--- src/servo_stop_pkg.sv ---
// Constants, register map and state codes for the servo enable/stop sequencer
package servo_stop_pkg;

  // Clock and timing
  localparam int unsigned CLK_HZ = 40_000_000;
  localparam int unsigned MS_PER_S = 1000;
  localparam int unsigned CYCLES_PER_MS = CLK_HZ / MS_PER_S;

  // Register byte offsets on the APB
  localparam logic [7:0] OFS_DISABLE_STOP_METHOD = 8'h00;
  localparam logic [7:0] OFS_ESTOP_STOP_METHOD = 8'h04;
  localparam logic [7:0] OFS_FAST_STOP_TIME_MS = 8'h08;
  localparam logic [7:0] OFS_SLOW_STOP_TIME_MS = 8'h0C;
  localparam logic [7:0] OFS_DRIVE_CONTROL = 8'h10;
  localparam logic [7:0] OFS_RATED_SPEED = 8'h14;
  localparam logic [7:0] OFS_DRIVE_STATUS = 8'h18;
  localparam logic [7:0] OFS_INT_STATUS = 8'h1C;
  localparam logic [7:0] OFS_INT_CLEAR = 8'h20;
  localparam logic [7:0] OFS_INT_ENABLE = 8'h24;

  // Reset values
  localparam logic [2:0] RST_DISABLE_STOP_METHOD = 3'h0;
  localparam logic [2:0] RST_ESTOP_STOP_METHOD = 3'h0;
  localparam logic [2:0] RST_FAULT_STOP_METHOD = 3'h0;
  localparam logic [15:0] RST_FAST_STOP_TIME_MS = 16'h01F4;
  localparam logic [15:0] RST_SLOW_STOP_TIME_MS = 16'h03E8;
  localparam logic [15:0] RST_RATED_SPEED = 16'h0BB8;

  // Highest legal stop method codes
  localparam logic [2:0] MAX_DISABLE_METHOD = 3'h2;
  localparam logic [2:0] MAX_ESTOP_METHOD = 3'h4;

  // Stop method codes
  localparam logic [2:0] STOP_COAST = 3'h0;
  localparam logic [2:0] STOP_FAST_OFF = 3'h1;
  localparam logic [2:0] STOP_SLOW_OFF = 3'h2;
  localparam logic [2:0] STOP_FAST_HOLD = 3'h3;
  localparam logic [2:0] STOP_SLOW_HOLD = 3'h4;

  // Control register field positions
  localparam int unsigned CTRL_SW_RUN_BIT = 0;
  localparam int unsigned CTRL_SW_ESTOP_BIT = 1;
  localparam int unsigned CTRL_FAULT_METHOD_LSB = 4;

  // Interrupt status bits
  localparam int unsigned INT_ENABLED_BIT = 0;
  localparam int unsigned INT_STOP_START_BIT = 1;
  localparam int unsigned INT_STOP_DONE_BIT = 2;
  localparam int unsigned INT_CMD_REJECT_BIT = 3;
  localparam int unsigned INT_BITS = 4;

  // Sequencer states, one-hot
  typedef enum logic [3:0] {
    ST_OFF = 4'b0001,
    ST_RUN = 4'b0010,
    ST_RAMP = 4'b0100,
    ST_HOLD = 4'b1000
  } seq_state_t;

endpackage

--- src/servo_enable_stop_sequencer.sv ---
// Servo power stage enable and stop sequencer with APB register file
`timescale 1ns/1ps
`default_nettype none

// Functional notes
// - Run-enable from pin or register enables drive
// - Commands ignored until command-ready is asserted
// - Disable, fault or emergency stop start stopping
// - Each stop trigger has its own method
// - Disable method 0..2, reset 0
// - Emergency method 0..4, reset 0
// - Coast switches power output off immediately
// - Ramp stops keep motor energized to zero
// - Ramp-then-off drops enable at zero speed
// - Ramp-and-hold stays locked until enable removed or a fault with coast method
// - Fast ramp time in ms, reset 500
// - Slow ramp time in ms, reset 1000
// - Ramp duration scales with speed over rated
module servo_enable_stop_sequencer
  import servo_stop_pkg::*;
(
  input wire logic core_clk_in,
  input wire logic reset_in,
  // APB slave
  input wire logic psel_in,
  input wire logic penable_in,
  input wire logic pwrite_in,
  input wire logic [7:0] paddr_in,
  input wire logic [31:0] pwdata_in,
  output logic pready_out,
  output logic pslverr_out,
  output logic [31:0] prdata_out,
  // Drive pins and fault source
  input wire logic run_enable_function_in,
  input wire logic emergency_stop_function_in,
  input wire logic fault_in,
  // Host command port, same clock
  input wire logic cmd_valid_in,
  input wire logic [1:0] cmd_kind_in,
  input wire logic [15:0] cmd_value_in,
  // Drive outputs
  output logic command_ready_output_out,
  output logic power_stage_on_out,
  output logic [15:0] speed_ref_out,
  output logic cmd_strobe_out,
  output logic [1:0] cmd_kind_out,
  output logic [15:0] cmd_value_out,
  output logic irq_out
);

  localparam logic [1:0] KIND_SPEED = 2'h1;
  localparam logic [31:0] CPM = CYCLES_PER_MS;

  typedef struct packed {
    seq_state_t st;
    logic run_meta;
    logic run_sync;
    logic estop_meta;
    logic estop_sync;
    logic [2:0] dis_method;
    logic [2:0] estop_method;
    logic [2:0] fault_method;
    logic [15:0] fast_ms;
    logic [15:0] slow_ms;
    logic [15:0] rated;
    logic sw_run;
    logic sw_estop;
    logic [INT_BITS-1:0] int_stat;
    logic [INT_BITS-1:0] int_en;
    logic signed [15:0] speed;
    logic ramp_hold;
    logic [31:0] acc;
    logic [31:0] ramp_lim;
    logic cmd_strobe;
    logic [1:0] cmd_kind;
    logic [15:0] cmd_value;
    logic pready;
    logic pslverr;
    logic [31:0] prdata;
    logic irq;
    logic ready;
    logic power;
  } seq_regs_t;

  localparam seq_regs_t RESET_REGS = '{
    st: ST_OFF,
    dis_method: RST_DISABLE_STOP_METHOD,
    estop_method: RST_ESTOP_STOP_METHOD,
    fault_method: RST_FAULT_STOP_METHOD,
    fast_ms: RST_FAST_STOP_TIME_MS,
    slow_ms: RST_SLOW_STOP_TIME_MS,
    rated: RST_RATED_SPEED,
    default: '0
  };

  seq_regs_t r;
  seq_regs_t next_r;

  // Decoded trigger and method values used by the state logic
  logic run_en;
  logic estop_act;
  logic trig_any;
  logic [2:0] trig_method;
  logic [15:0] trig_ms;
  logic apb_write;
  logic apb_read;
  logic [INT_BITS-1:0] int_set;
  logic [INT_BITS-1:0] int_clr;
  logic addr_ok;
  logic [31:0] rd_word;

  // Effective enable and emergency request, pin or register source
  always_comb begin
    run_en = r.run_sync | r.sw_run;
    estop_act = r.estop_sync | r.sw_estop;
    trig_any = fault_in | estop_act | ~run_en;
    // Fault wins over emergency, emergency over plain disable
    if (fault_in) begin
      trig_method = r.fault_method;
    end else if (estop_act) begin
      trig_method = r.estop_method;
    end else begin
      trig_method = r.dis_method;
    end
    if (trig_method == STOP_SLOW_OFF || trig_method == STOP_SLOW_HOLD) begin
      trig_ms = r.slow_ms;
    end else begin
      trig_ms = r.fast_ms;
    end
  end

  // APB decode; a write lands only on the edge where pready is seen high
  always_comb begin
    apb_write = psel_in & penable_in & pwrite_in & r.pready;
    apb_read = psel_in & penable_in & ~pwrite_in & ~r.pready;
    unique case (paddr_in)
      OFS_DISABLE_STOP_METHOD,
      OFS_ESTOP_STOP_METHOD,
      OFS_FAST_STOP_TIME_MS,
      OFS_SLOW_STOP_TIME_MS,
      OFS_DRIVE_CONTROL,
      OFS_RATED_SPEED,
      OFS_DRIVE_STATUS,
      OFS_INT_STATUS,
      OFS_INT_CLEAR,
      OFS_INT_ENABLE: addr_ok = 1'b1;
      default: addr_ok = 1'b0;
    endcase
    rd_word = 32'h0000_0000;
    unique case (paddr_in)
      OFS_DISABLE_STOP_METHOD: rd_word = {29'h0, r.dis_method};
      OFS_ESTOP_STOP_METHOD: rd_word = {29'h0, r.estop_method};
      OFS_FAST_STOP_TIME_MS: rd_word = {16'h0, r.fast_ms};
      OFS_SLOW_STOP_TIME_MS: rd_word = {16'h0, r.slow_ms};
      OFS_DRIVE_CONTROL: rd_word = {25'h0, r.fault_method, 2'h0, r.sw_estop, r.sw_run};
      OFS_RATED_SPEED: rd_word = {16'h0, r.rated};
      OFS_DRIVE_STATUS: rd_word = {r.speed, 8'h0, 2'h0, r.power, r.ready, r.st};
      OFS_INT_STATUS: rd_word = {28'h0, r.int_stat};
      OFS_INT_ENABLE: rd_word = {28'h0, r.int_en};
      default: rd_word = 32'h0000_0000;
    endcase
  end

  // Whole next state of the block
  always_comb begin
    next_r = r;
    int_set = '0;
    int_clr = '0;
    next_r.cmd_strobe = 1'b0;

    // Two-stage synchronisers for the pin inputs
    next_r.run_meta = run_enable_function_in;
    next_r.run_sync = r.run_meta;
    next_r.estop_meta = emergency_stop_function_in;
    next_r.estop_sync = r.estop_meta;

    // Bus handshake: one wait state, then answer
    next_r.pready = psel_in & penable_in & ~r.pready;
    next_r.pslverr = psel_in & penable_in & ~r.pready & ~addr_ok;
    if (apb_read) begin
      next_r.prdata = addr_ok ? rd_word : 32'h0000_0000;
    end

    // Register writes; out-of-range method codes are dropped, old value kept
    if (apb_write) begin
      unique case (paddr_in)
        OFS_DISABLE_STOP_METHOD: begin
          if (pwdata_in[15:0] <= {13'h0, MAX_DISABLE_METHOD}) begin
            next_r.dis_method = pwdata_in[2:0];
          end
        end
        OFS_ESTOP_STOP_METHOD: begin
          if (pwdata_in[15:0] <= {13'h0, MAX_ESTOP_METHOD}) begin
            next_r.estop_method = pwdata_in[2:0];
          end
        end
        OFS_FAST_STOP_TIME_MS: next_r.fast_ms = pwdata_in[15:0];
        OFS_SLOW_STOP_TIME_MS: next_r.slow_ms = pwdata_in[15:0];
        OFS_DRIVE_CONTROL: begin
          next_r.sw_run = pwdata_in[CTRL_SW_RUN_BIT];
          next_r.sw_estop = pwdata_in[CTRL_SW_ESTOP_BIT];
          if (pwdata_in[CTRL_FAULT_METHOD_LSB +: 3] <= MAX_ESTOP_METHOD) begin
            next_r.fault_method = pwdata_in[CTRL_FAULT_METHOD_LSB +: 3];
          end
        end
        OFS_RATED_SPEED: next_r.rated = pwdata_in[15:0];
        OFS_INT_CLEAR: int_clr = pwdata_in[INT_BITS-1:0];
        OFS_INT_ENABLE: next_r.int_en = pwdata_in[INT_BITS-1:0];
        default: ;
      endcase
    end

    // Sequencer
    unique case (r.st)
      ST_OFF: begin
        next_r.speed = '0;
        if (run_en && !estop_act && !fault_in) begin
          next_r.st = ST_RUN;
          int_set[INT_ENABLED_BIT] = 1'b1;
        end
      end
      ST_RUN: begin
        if (trig_any) begin
          int_set[INT_STOP_START_BIT] = 1'b1;
          next_r.ramp_hold = trig_method == STOP_FAST_HOLD || trig_method == STOP_SLOW_HOLD;
          // Limit of the tick accumulator: ramp ms times cycles per ms
          next_r.ramp_lim = {16'h0, trig_ms} * CPM;
          next_r.acc = '0;
          if (trig_method == STOP_COAST) begin
            next_r.st = ST_OFF;
            next_r.speed = '0;
            int_set[INT_STOP_DONE_BIT] = 1'b1;
          end else begin
            next_r.st = ST_RAMP;
          end
        end else if (cmd_valid_in) begin
          // Accepted only while command-ready already shows high
          next_r.cmd_strobe = r.ready;
          next_r.cmd_kind = cmd_kind_in;
          next_r.cmd_value = cmd_value_in;
          if (r.ready && cmd_kind_in == KIND_SPEED) begin
            next_r.speed = cmd_value_in;
          end
          int_set[INT_CMD_REJECT_BIT] = ~r.ready;
        end
      end
      ST_RAMP: begin
        // A coast request from a fault or emergency cuts the ramp short
        if ((fault_in && r.fault_method == STOP_COAST) || (estop_act && r.estop_method == STOP_COAST)) begin
          next_r.st = ST_OFF;
          next_r.speed = '0;
          int_set[INT_STOP_DONE_BIT] = 1'b1;
        end else if (r.speed == 16'sh0000 || r.ramp_lim == 32'h0 || r.rated == 16'h0) begin
          // Zero time or zero rated speed means an instant stop
          next_r.speed = '0;
          next_r.st = r.ramp_hold ? ST_HOLD : ST_OFF;
          int_set[INT_STOP_DONE_BIT] = 1'b1;
        end else if (r.acc + {16'h0, r.rated} >= r.ramp_lim) begin
          // One speed unit toward zero per rated/limit crossing gives a straight line
          next_r.acc = r.acc + {16'h0, r.rated} - r.ramp_lim;
          next_r.speed = (r.speed > 16'sh0000) ? r.speed - 16'sh0001 : r.speed + 16'sh0001;
        end else begin
          next_r.acc = r.acc + {16'h0, r.rated};
        end
        int_set[INT_CMD_REJECT_BIT] = cmd_valid_in;
      end
      ST_HOLD: begin
        // Locked at zero speed; dropping the enable or a fault with coast method releases it
        next_r.speed = '0;
        if (!run_en || (fault_in && r.fault_method == STOP_COAST)) begin
          next_r.st = ST_OFF;
        end
        int_set[INT_CMD_REJECT_BIT] = cmd_valid_in;
      end
      default: begin
        next_r.st = ST_OFF;
        next_r.speed = '0;
      end
    endcase

    // Outputs follow the next state so they appear with it
    next_r.ready = next_r.st == ST_RUN;
    next_r.power = next_r.st != ST_OFF;

    // Sticky status: a set in the same cycle as a clear wins
    next_r.int_stat = (r.int_stat & ~int_clr) | int_set;
    next_r.irq = |(next_r.int_stat & next_r.int_en);
  end

  // Single state register
  always_ff @(posedge core_clk_in or posedge reset_in) begin
    if (reset_in) begin
      r <= RESET_REGS;
    end else begin
      r <= next_r;
    end
  end

  // Every output is a flop of the state
  assign pready_out = r.pready;
  assign pslverr_out = r.pslverr;
  assign prdata_out = r.prdata;
  assign command_ready_output_out = r.ready;
  assign power_stage_on_out = r.power;
  assign speed_ref_out = r.speed;
  assign cmd_strobe_out = r.cmd_strobe;
  assign cmd_kind_out = r.cmd_kind;
  assign cmd_value_out = r.cmd_value;
  assign irq_out = r.irq;

endmodule

`default_nettype wire

--- config.mk ---
export PLATFORM = sky130hd
export DESIGN_NAME = servo_enable_stop_sequencer
export DESIGN_NICKNAME = d
export VERILOG_FILES = /design/src/servo_stop_pkg.sv /design/src/servo_enable_stop_sequencer.sv
export SDC_FILE = /design/constraint.sdc
export NUM_CORES = 1
export LEC_CHECK = 0
export BUFFER_PORTS_ARGS = -buffer_cell sky130_fd_sc_hd__clkbuf_2
export CAP_MARGIN = 20
export CORE_AREA = 4 4 173 175
export CTS_CLUSTER_SIZE = 8
export DETAILED_ROUTE_END_ITERATION = 10
export DIE_AREA = 0 0 177 179
export MAX_ROUTING_LAYER = met4
export PLACE_DENSITY_LB_ADDON = 0.3
export RECOVER_POWER = 100
export SKIP_LAST_GASP = 1
export SYNTH_ARGS = -nofsm -noshare
export SYNTH_HDL_FRONTEND = slang
export SYNTH_SLANG_ARGS = --single-unit
--- constraint.sdc ---
create_clock -name core_clk_in -period 6.8 [get_ports core_clk_in]
set_input_delay 0.68 -clock core_clk_in [delete_from_list [all_inputs] [get_ports core_clk_in]]
set_output_delay 0.68 -clock core_clk_in [all_outputs]
set_load 0.1 [all_outputs]
# == Word level (Yosys, flattened, before mapping) ==
# Index checks and enable logic that the tools add are counted.
# word_totals
ff_bits,206
inputBits,67
output_inout_bits,72
elab_cells,167
# op_classes
addsub,4
mul,1
magnitude_cmp,5
n_eq_ne,26
n_mux,46
bitwise_logic,21
n_reduce_logical,36
# op_table
operator,count
$pmux 32 s9,1
$mux 16,9
$mux 32,4
$mux 64,1
$pmux 32 s2,1
$mux 19,3
$mux 4,10
$add 32x16->32,1
$eq 8x5->1 const B,4
$ge 32x32->1,1
$logic_not 16->1,2
$logic_not 32->1,1
$pmux 16 s2,1
$sub 32x32->32,1
$mul 16x10->26 const B,1
$add 16x2->16 const B,1
$eq 8x4->1 const B,2
$eq 8x6->1 const B,2
$gt 16x1->1 const B,1
$le 16x2->1 const B,1
$le 16x3->1 const B,1
$pmux 4 s4,1
$sub 16x2->16 const B,1
$reduce_and 3->1,4
34 further kinds,84

# == Depth between registers and ports, before layout ==
# Gate-level depths: netlist of run 1.
# logic_depth
word_depth,10
depth_mapped,25

# == Worst setup path after synthesis of run 1 ==
# Ideal clock, no wire load.
# synth_timing
path_kind,flip-flop to flip-flop
start,reg r[145] in the netlist's numbering
end,reg r[81] in the netlist's numbering
setup_time_ps,125
t_arrival_ps,6166
required_time_ps,6675
setup_slack_ps,509
path_stages_with_launch,24
path_buffers,0
path_cell_list,dfrtp_1 -> nor2_2 -> mux2_4 -> mux2_2 -> xnor2_4 -> nor2_8 -> mux2i_2 -> inv_1 -> fa_1 -> ha_1 -> fa_1 -> ha_1 -> inv_1 -> fa_1 -> inv_1 -> ha_1 -> a21o_1 -> a21o_1 -> a2111oi_1 -> nor2_1 -> a21oi_1 -> o21ai_1 -> xor2_1 -> mux2_2
# synth_via
elab_chain_cells,7
elab_cells_between_ends,11
classes_between,mul (1); eq/ne (2); mux (3); bitwise (3); reduce/logical (2)
# synth_rtl
item,line_no,rtl
"start, declared",servo_enable_stop_sequencer.sv:96,seq_regs_t r;
"start signal, assigned",servo_enable_stop_sequencer.sv:295,r <= next_r;
$or 1x1->1 *,servo_enable_stop_sequencer.sv:115,estop_act = r.estop_sync | r.sw_estop;
$mux 3,servo_enable_stop_sequencer.sv:120,end else if (estop_act) begin
$mux 3,servo_enable_stop_sequencer.sv:118,if (fault_in) begin
$eq 3x2->1 or $eq 3x3->1 (tied branches),servo_enable_stop_sequencer.sv:125,if (trig_method == STOP_SLOW_OFF || trig_method == STOP_SLOW_HOLD) begin
$logic_or 1x1->1,servo_enable_stop_sequencer.sv:125,
$mux 16,servo_enable_stop_sequencer.sv:125,
$mul 16x10->26,servo_enable_stop_sequencer.sv:227,"next_r.ramp_lim = {16'h0, trig_ms} * CPM;"
# Every way passes the cells marked *; elsewhere a longest branch is shown, timed or not.
# A chain may end at the register's enable or synchronous reset.

# == Worst setup path in the final report of run 1 ==
# Same ends and word-level chain as after synthesis.

==> impl_results.md, run 1 <==
* Total congestion overflow at 0
* CP Max Fanout at 5
* Worst hold endpoint: next_r[206]$_DFF_PP0_
* Final min period at ~6400 ps
* Static leakage at slightly above 8 nW
* Detailed Route Iter0 Violations at 783
* Core area at 28500 sq um
* Vias at 12300
* Clock buffer depth at 3
* Register area share after synthesis at 33.8%
* R2R Path End: r[81]$_DFFE_PP0P_
* Adder-cell area share of the yosys netlist at 14.6%
* Origin of the critical flop-to-flop path: r[145]$_DFFE_PP0P_
* Power Total at approximately 3.2 mW
* Largest net degree at the start of global routing at between 100 and 150
* Fin nets at 1928
* Yosys Warn Count at 0
* CP Cell Sequence: nor2_4 -> mux2_4 -> mux2_2 -> xnor2_4 -> nor2_8 -> buf_4 -> mux2_2 -> fa_1 -> ha_1 -> fa_1 -> ha_1 -> inv_1 -> fa_1 -> inv_1 -> ha_1 -> a21o_1 -> a21o_1 -> a2111oi_2 -> buf_4 -> nor2_1 -> a21oi_1 -> o21ai_1 -> xor2_1 -> mux2_2
* Ports at around 140
* Worst setup EP type: flop
* Setup TNS at 0 ps
* Die area at 31700 sq um
* Largest family of logic cells by synthesized area: compound AO/OA/AOI/OAI gates
* H-tree Lvls at 1
* Crit path buffers/inverters at 4
* XOR/XNOR Fraction of Synth Area at 4.86%
* Post-DP HPWL at approximately 29000 microns
* Slew Limit Fails at 278
* Max Clock Skew at 20.8 ps
* Clock Sinks at 206
* Maxcap violations at 4
* Worst-skew pair later-pin latency at 560 ps
* Primary FF master, synth: dfrtp_1
* Hold path depth at 1
* Synthesized instance count at 1635
* Max Clk Rate at 0.156 GHz
* CTS hold repair buffers at 0
* Post-Syn Area at 15300 sq um
* Post-synth EDFFs at 0
* Yosys reg bits at 206
* Compound-Gate Fraction of Synth Area at 17.6%
* NetSw at 1.00 mW
* Clock share of power at between 40% and 50%
* Total Routing Usage GR at 24.7%
* Critical path's top delay family: adder cells
* Startpoint types: flop
* Vias/cell at 5.87
* Routed len/inst at 18.4 microns
* PD cells at around 190 nW/um^2
* Simple-Gate Fraction of Synth Area at 13.7%
* Pre-Repair DR Iteration Count at 6
* Total CTS buffers at 30
* Crit path required time at 7240 ps
* Drc violations at 0
* Worst Hold Class: input port to flop
* Async S/R FF share, synth at 100%
* Distinct cell type count after synthesis at 88
* Flop pwr share at 40.2%
* Die X at roughly 180 microns
* Clk root buf: clkbuf_16
* Critical path's slowest cell: fa_1
* Worst Hold Launch: run_enable_function_in
* Hold Vio Cnt, Final at 0
* GP Congestion at 0.954
* Failing checks: capacitance limit, slew limit
* Antenna-violating nets left at 0
* Comb power frac at 17.8%
* Fin crit share at 94.5%
* Status: finished with violations
* Fraction of layout cells with a size suffix above 1 at 15.1%
* Antenna diodes at 0
* Worst vdd ir at 0.000208 V
* Switching Share at 30.9%
* Post-Route WL at around 39000 microns
* Number of endpoints failing setup at the final stage at 0
* Die Y at 179 microns
* Rel. slew slack at -237%
* TritonCTS clock tree: built
* Least-Margin Pin Slew at between 5000 and 6000 ps
* Area growth syn-to-layout at 8.72%
* Worst path max stage delay at about 530 ps
* Syn nets at between 1500 and 2000
* Hold slack at 230 ps
* First-pass GRT wire length at 62300 microns
* P_int at around 2.2 mW
* WS Path Type: flop to flop
* Vias in the first global route at 12300
* Data arrival time of the critical path at just under 7000 ps
* Port bufs at approximately 120
* Reg clk slew, reported paths at roughly 50 ps
* R2r worst-path depth at 24
* Share of synthesized area spent on multiplexers at around 7.7%
* Syn Area/Cell at 9.39 sq um
* Core Rows at 62
* Starting Density at 53.9%
* Register-to-register setup slack at 370 ps
* Initial antenna violation count at 0
-- registers in the layout, indices dropped and copies added, names as in the netlist --
name                      cells
power_stage_on_out            1
irq_out                       1
prdata_out                   32
cmd_strobe_out                1
pready_out                    1
cmd_kind_out                  2
pslverr_out                   1
command_ready_output_out      1
cmd_value_out                16
next_r                        2
r                           132
speed_ref_out                16
-- cell usage after synthesis (11+ instances only) --
library cell / number / area [sq um]
o21bai_1: 11 / 82.6
nor4_1: 19 / 119
o31ai_1: 13 / 97.6
a21o_1: 28 / 210
or3_1: 12 / 75.1
xor2_1: 30 / 263
clkbuf_1: 39 / 146
buf_4: 70 / 526
nand3_1: 34 / 170
mux2_2: 85 / 957
nor3_1: 29 / 145
ha_1: 128 / 1600
nand2b_1: 11 / 68.8
nor2_1: 111 / 417
a31oi_1: 23 / 144
xnor2_1: 52 / 455
dfrtp_1: 186 / 4650
and3_1: 16 / 100
dfstp_2: 20 / 526
mux2i_1: 15 / 150
nand4_1: 16 / 100
inv_1: 125 / 469
nand2_1: 141 / 529
a211oi_1: 14 / 105
o21ai_0: 106 / 531
o21a_1: 11 / 82.6
a22oi_1: 30 / 225
a21oi_1: 73 / 365
fa_1: 31 / 621
-- metrics by stage --
| stage | std cells | util, % | worst slack, ps | instance area, sq um |
|---|---|---|---|---|
| after floorplan | 1635 | - | 509 | 15300 |
| after global placement | 2047 | 55.8 | 243 | 15900 |
| after detailed placement | 2047 | 55.8 | 138 | 15900 |
| after CTS | 2094 | 58.8 | 111 | 16700 |
| after global routing | 2101 | 58.6 | -11.9 | 16700 |
| final | 2101 | 58.6 | 371 | 16700 |
-- worst max path at each step --
stage,to,cells past startpoint,start
floorplan,r[81]$_DFFE_PP0P_,23,r[145]$_DFFE_PP0P_
detailed placement,r[87]$_DFFE_PP0P_,26,r[145]$_DFFE_PP0P_
CTS,r[87]$_DFFE_PP0P_,26,r[145]$_DFFE_PP0P_
global placement,r[87]$_DFFE_PP0P_,26,r[145]$_DFFE_PP0P_
finish,r[81]$_DFFE_PP0P_,24,r[145]$_DFFE_PP0P_
global route,r[81]$_DFFE_PP0P_,26,r[145]$_DFFE_PP0P_
-- cells by family after synthesis --
family	after synthesis
adder cells (fa/ha/maj)	160
buffers and inverters	243
multiplexers	105
AO/OA/AOI/OAI	401
XOR/XNOR	83
AND/OR/NAND/NOR	437
flip-flops	206
-- routing by layer --
metal  part of all wire, %  routed length, microns  track usage [%]
met3                   5.6                    2180             3.56
met4                   3.1                    1210             8.28
met2                    46                   17700             39.0
met1                    46                   17600             33.0
met5                     0                       0                -
-- worst reg2reg max path, delay by kind of cell, from the launching register on --
family / cells / cell delay, ps
flip-flops: 1 / 430
AO/OA/AOI/OAI: 5 / 1070
adder cells (fa/ha/maj): 6 / 2350
AND/OR/NAND/NOR: 3 / 440
buffers and inverters: 4 / 420
multiplexers: 4 / 1250
XOR/XNOR: 2 / 360
-- power by group through the flow --
stage	Sequential, mW	Combinational, mW	Clock, mW
after floorplan	1.32	0.477	0
after global placement	1.32	0.572	0
after detailed placement	1.32	0.577	0
after CTS	1.30	0.582	1.38
after global routing	1.31	0.622	1.43
final	1.30	0.576	1.36
-- what timing repair did --
item,4_1_cts,5_1_grt
setup endpoints to repair,0,5
setup buffers,0,5
gates resized for setup,0,4
-- area by class of cell --
type / instances / area [sq um]
flip-flops and latches: 206 / 5180
clock buffers: 44 / 803
multi-input cells: 1187 / 9000
clock inverters: 3 / 42.5
repair buffers: 151 / 703
inverters: 126 / 473
well taps: 384 / 480
fillers: 2531 / 11800
-- cell usage in the layout (no fill, tap or decap), types with 13 or more instances in the layout --
cell and instances:
dfstp_2 20, nor4_1 19, clkbuf_1 96, xor2_1 30, a21o_1 28, o31ai_1 13, and3_1 16, clkbuf_2 47
o21ai_0 106, nand3_1 34, xnor2_1 52, nand2_1 141, nor2_1 111, fa_1 31, a31oi_1 23, nand4_1 16
a22oi_1 30, buf_4 20, nor3_1 28, mux2_2 84, ha_1 128, dfrtp_1 186, mux2i_1 15, a21oi_1 73
inv_1 125, clkbuf_16 30, a211oi_1 14
No activity file was read; power rests on OpenSTA's default activity.
==> inputs of run 2 (changes only) <==
- ABC_AREA: default -> 1
- CORE_AREA: 4 4 173 175 -> 4 4 180 182
- DIE_AREA: 0 0 177 179 -> 0 0 184 186
==> run 2 against run 1 <==
Effect of this change:
- the flow still finishes with violations (capacitance limit, slew limit)
- sequential share of layout area is 2.6 points lower
- non-clock buffer count is 20 lower
- global-route usage is 4.8 points higher
- clock-buffer cell count is 9 higher
- design area is 9.1% higher
- first-iteration DRC count is 78% higher
- largest power group unchanged
==> impl_results.md, run 2 <==
* Power Total at 3.45 mW
* Syn Area/Cell at 7.09 sq um
* Clock Sinks at 206
* Total congestion overflow at 0
* Setup TNS at 0 ps
* Async S/R FF share, synth at between 90% and 100%
* Slew Limit Fails at 201
* Number of endpoints failing setup at the final stage at 0
* Starting Density at 55.9%
* PD cells at 189 nW/um^2
* Distinct cell type count after synthesis at 58
* Synthesized instance count at 2412
* CP Max Fanout at 33
* Rel. slew slack at -250%
* Fraction of layout cells with a size suffix above 1 at 6.87%
* Startpoint types: flop
* Final instance area at 18200 sq um
* Ranking of synthesized cells by area: dfrtp_1 (27%), nand2_1 (16%), ha_1 (9.4%), inv_1 (7.8%), o21ai_0 (5.3%)
* Ports at 139
* TritonCTS clock tree: built
* Setup Buffers After CTS at 0
* Vias in the first global route at 15800
* Critical path's top delay family: adder cells
* Fin nets at 2690
* Reg clk slew, reported paths at 50 ps
* R2R Path End: r[84]$_DFFE_PP0P_
* Routed len/inst at 17.0 microns
* Placed cell areas at 17500 sq um
* Max Used Layer: met4
* Post-synth EDFFs at 0
* Origin of the critical flop-to-flop path: r[145]$_DFFE_PP0P_
* Port bufs at between 100 and 150
* Worst Hold Class: input port to flop
* Post-Route WL at between 40000 and 50000 microns
* Die area at 34200 sq um
* WP depth at 21
* Vias at 16100
* Yosys reg bits at 206
* CTS hold repair buffers at 0
* First-pass GRT wire length at 80400 microns
* Post-Syn Area at 17100 sq um
* R2r worst-path depth at 21
* Clk root buf: clkbuf_16
* Number of flip-flops in the largest register at 132
* CP Cell Sequence: nor2_1 -> nand2_1 -> nand3_1 -> nand2_1 -> nand3_4 -> nand2_4 -> o21ai_0 -> inv_1 -> ha_1 -> ha_1 -> fa_1 -> ha_1 -> fa_1 -> ha_1 -> nand2_1 -> nor4_1 -> nand3_1 -> nand3_1 -> nand2_1 -> nand3_1 -> o21ai_0
* Failing checks: capacitance limit, slew limit
* Post-DP HPWL at around 38000 microns
* Worst path max stage delay at 670 ps
* Post-Place Cells at 2828
* H-tree Lvls at 1
* Die X at 184 microns
* Top-area cell type share of the netlist area at 27.2%
* Initial antenna violation count at 0
* Hold Vio Cnt, Final at 0
* Most common cell after layout, fill and taps aside: nand2_1
* Cell with the most instances after synthesis: nand2_1
* Fin crit share at around nine tenths
* Register with the most flip-flops: r
* Die Y at 186 microns
* Clock buffer depth at 3
* Core area at 30600 sq um
* Data arrival time of the critical path at 6550 ps
* Largest net degree at the start of global routing at ~140
* Status: finished with violations
* Total Routing Usage GR at 29.5%
* Commonest non-fill, non-tap cells in the layout: nand2_1 (714), inv_1 (358), o21ai_0 (189)
* CP startpoint: r[145]$_DFFE_PP0P_
* Antenna diodes at 0
* Critical path's slowest cell: o21ai_0
* Met2 wire length at 22700 microns
* Static leakage at between 9 and 10 nW
* Max Clock Skew at 25.1 ps
* Final min period at 6180 ps
* Max Clk Rate at roughly 0.16 GHz
* Crit path buffers/inverters at 1
* Syn nets at 2638
* Yosys Warn Count at 0
* WS Path Type: flop to flop
* End of the critical path: r[84]$_DFFE_PP0P_
* Drc violations at 0
* RSZ-0062 raised after global routing: no
* Worst setup EP type: flop
* Maxcap violations at 4
* Antenna-violating nets left at 0
* Non-filler instance count after layout at 2884
* Core Rows at 64
* Crit path required time at 7170 ps
* Detailed Route Iter0 Violations at roughly 1400
* Met3 WL at 3080 microns
* Area growth syn-to-layout at 6.41%
* Total CTS buffers at 30
* Worst-skew pair later-pin latency at 560 ps
* Synth area leader: dfrtp_1
* Register-to-register setup slack at 620 ps
* Pre-Repair DR Iteration Count at 6
* Register area share after synthesis at 30.3%
* Met1 wire length at 22000 microns
* # resized after CTS at 0
* GP Congestion at 0.962
* Most frequent cells after synthesis: nand2_1 (712), inv_1 (355), dfrtp_1 (186)
* Primary FF master, synth: dfrtp_1
* Least-Margin Pin Slew at 5250 ps
* Worst vdd ir at 0.000227 V
* Vias/cell at 5.57
* Final Util at 59.5%
run 2: kinds of logic after synthesis:
logic type	after synthesis	synth area share, %
AND/OR/NAND/NOR	1166	30.0
buffers and inverters	474	12.3
AO/OA/AOI/OAI	355	11.6
flip-flops	206	30.3
adder cells (fa/ha/maj)	159	13.0
XOR/XNOR	42	2.15
multiplexers	10	0.658
run 2: stage by stage:
stage	worst slack [ps]	hold WS [ps]
after floorplan	529	331
after global placement	821	333
after CTS	912	225
after global routing	232	228
after detailed placement	504	338
final	622	242
run 2: worst min path at each step:
stage,startpoint,end,depth (start not counted),slack (ps)
2_1_floorplan,next_r[204]$_DFF_PP0_,r[204]$_DFF_PP0_,0,330
3_3_place_gp,next_r[206]$_DFF_PP0_,r[206]$_DFF_PP0_,0,330
3_5_place_dp,next_r[206]$_DFF_PP0_,r[206]$_DFF_PP0_,0,340
4_1_cts,emergency_stop_function_in,next_r[204]$_DFF_PP0_,1,220
5_1_grt,run_enable_function_in,next_r[206]$_DFF_PP0_,1,230
6_report,emergency_stop_function_in,next_r[204]$_DFF_PP0_,1,240
run 2: metal layers:
metal / up-vias / global-route usage [%]
li1: 7842 / -
met1: 7550 / 39.8
met2: 581 / 47.9
met3: 95 / 3.75
met4: 0 / 7.07
met5: - / -
run 2: power breakdown:
part	internal (mW)	total, mW	leakage [nW]	switching (mW)
Combinational	0.231	0.752	6.85	0.521
Sequential	1.28	1.31	2.73	0.0284
Clock	0.823	1.39	0.408	0.565
Total	2.33	3.45	9.99	1.11
run 2: final cells by class:
cell class | instances | area (sq um)
Clock inverter | 3 | 28.8
Tap cell | 396 | 495
Fill cell | 2970 | 12400
Timing Repair Buffer | 131 | 572
Inverter | 363 | 1360
Multi-Input combinational cell | 1732 | 9720
Clock buffer | 53 | 837
Sequential cell | 206 | 5180
run 2: worst register-to-register path, delay by kind of cell (launching register included):
| kind | cells | cell delay, ps |
|---|---|---|
| AOI/OAI and AO/OA | 2 | 810 |
| adders and majority gates | 6 | 2400 |
| buffers and inverters | 1 | 290 |
| DFF | 1 | 410 |
| and+or+nand+nor | 12 | 2090 |
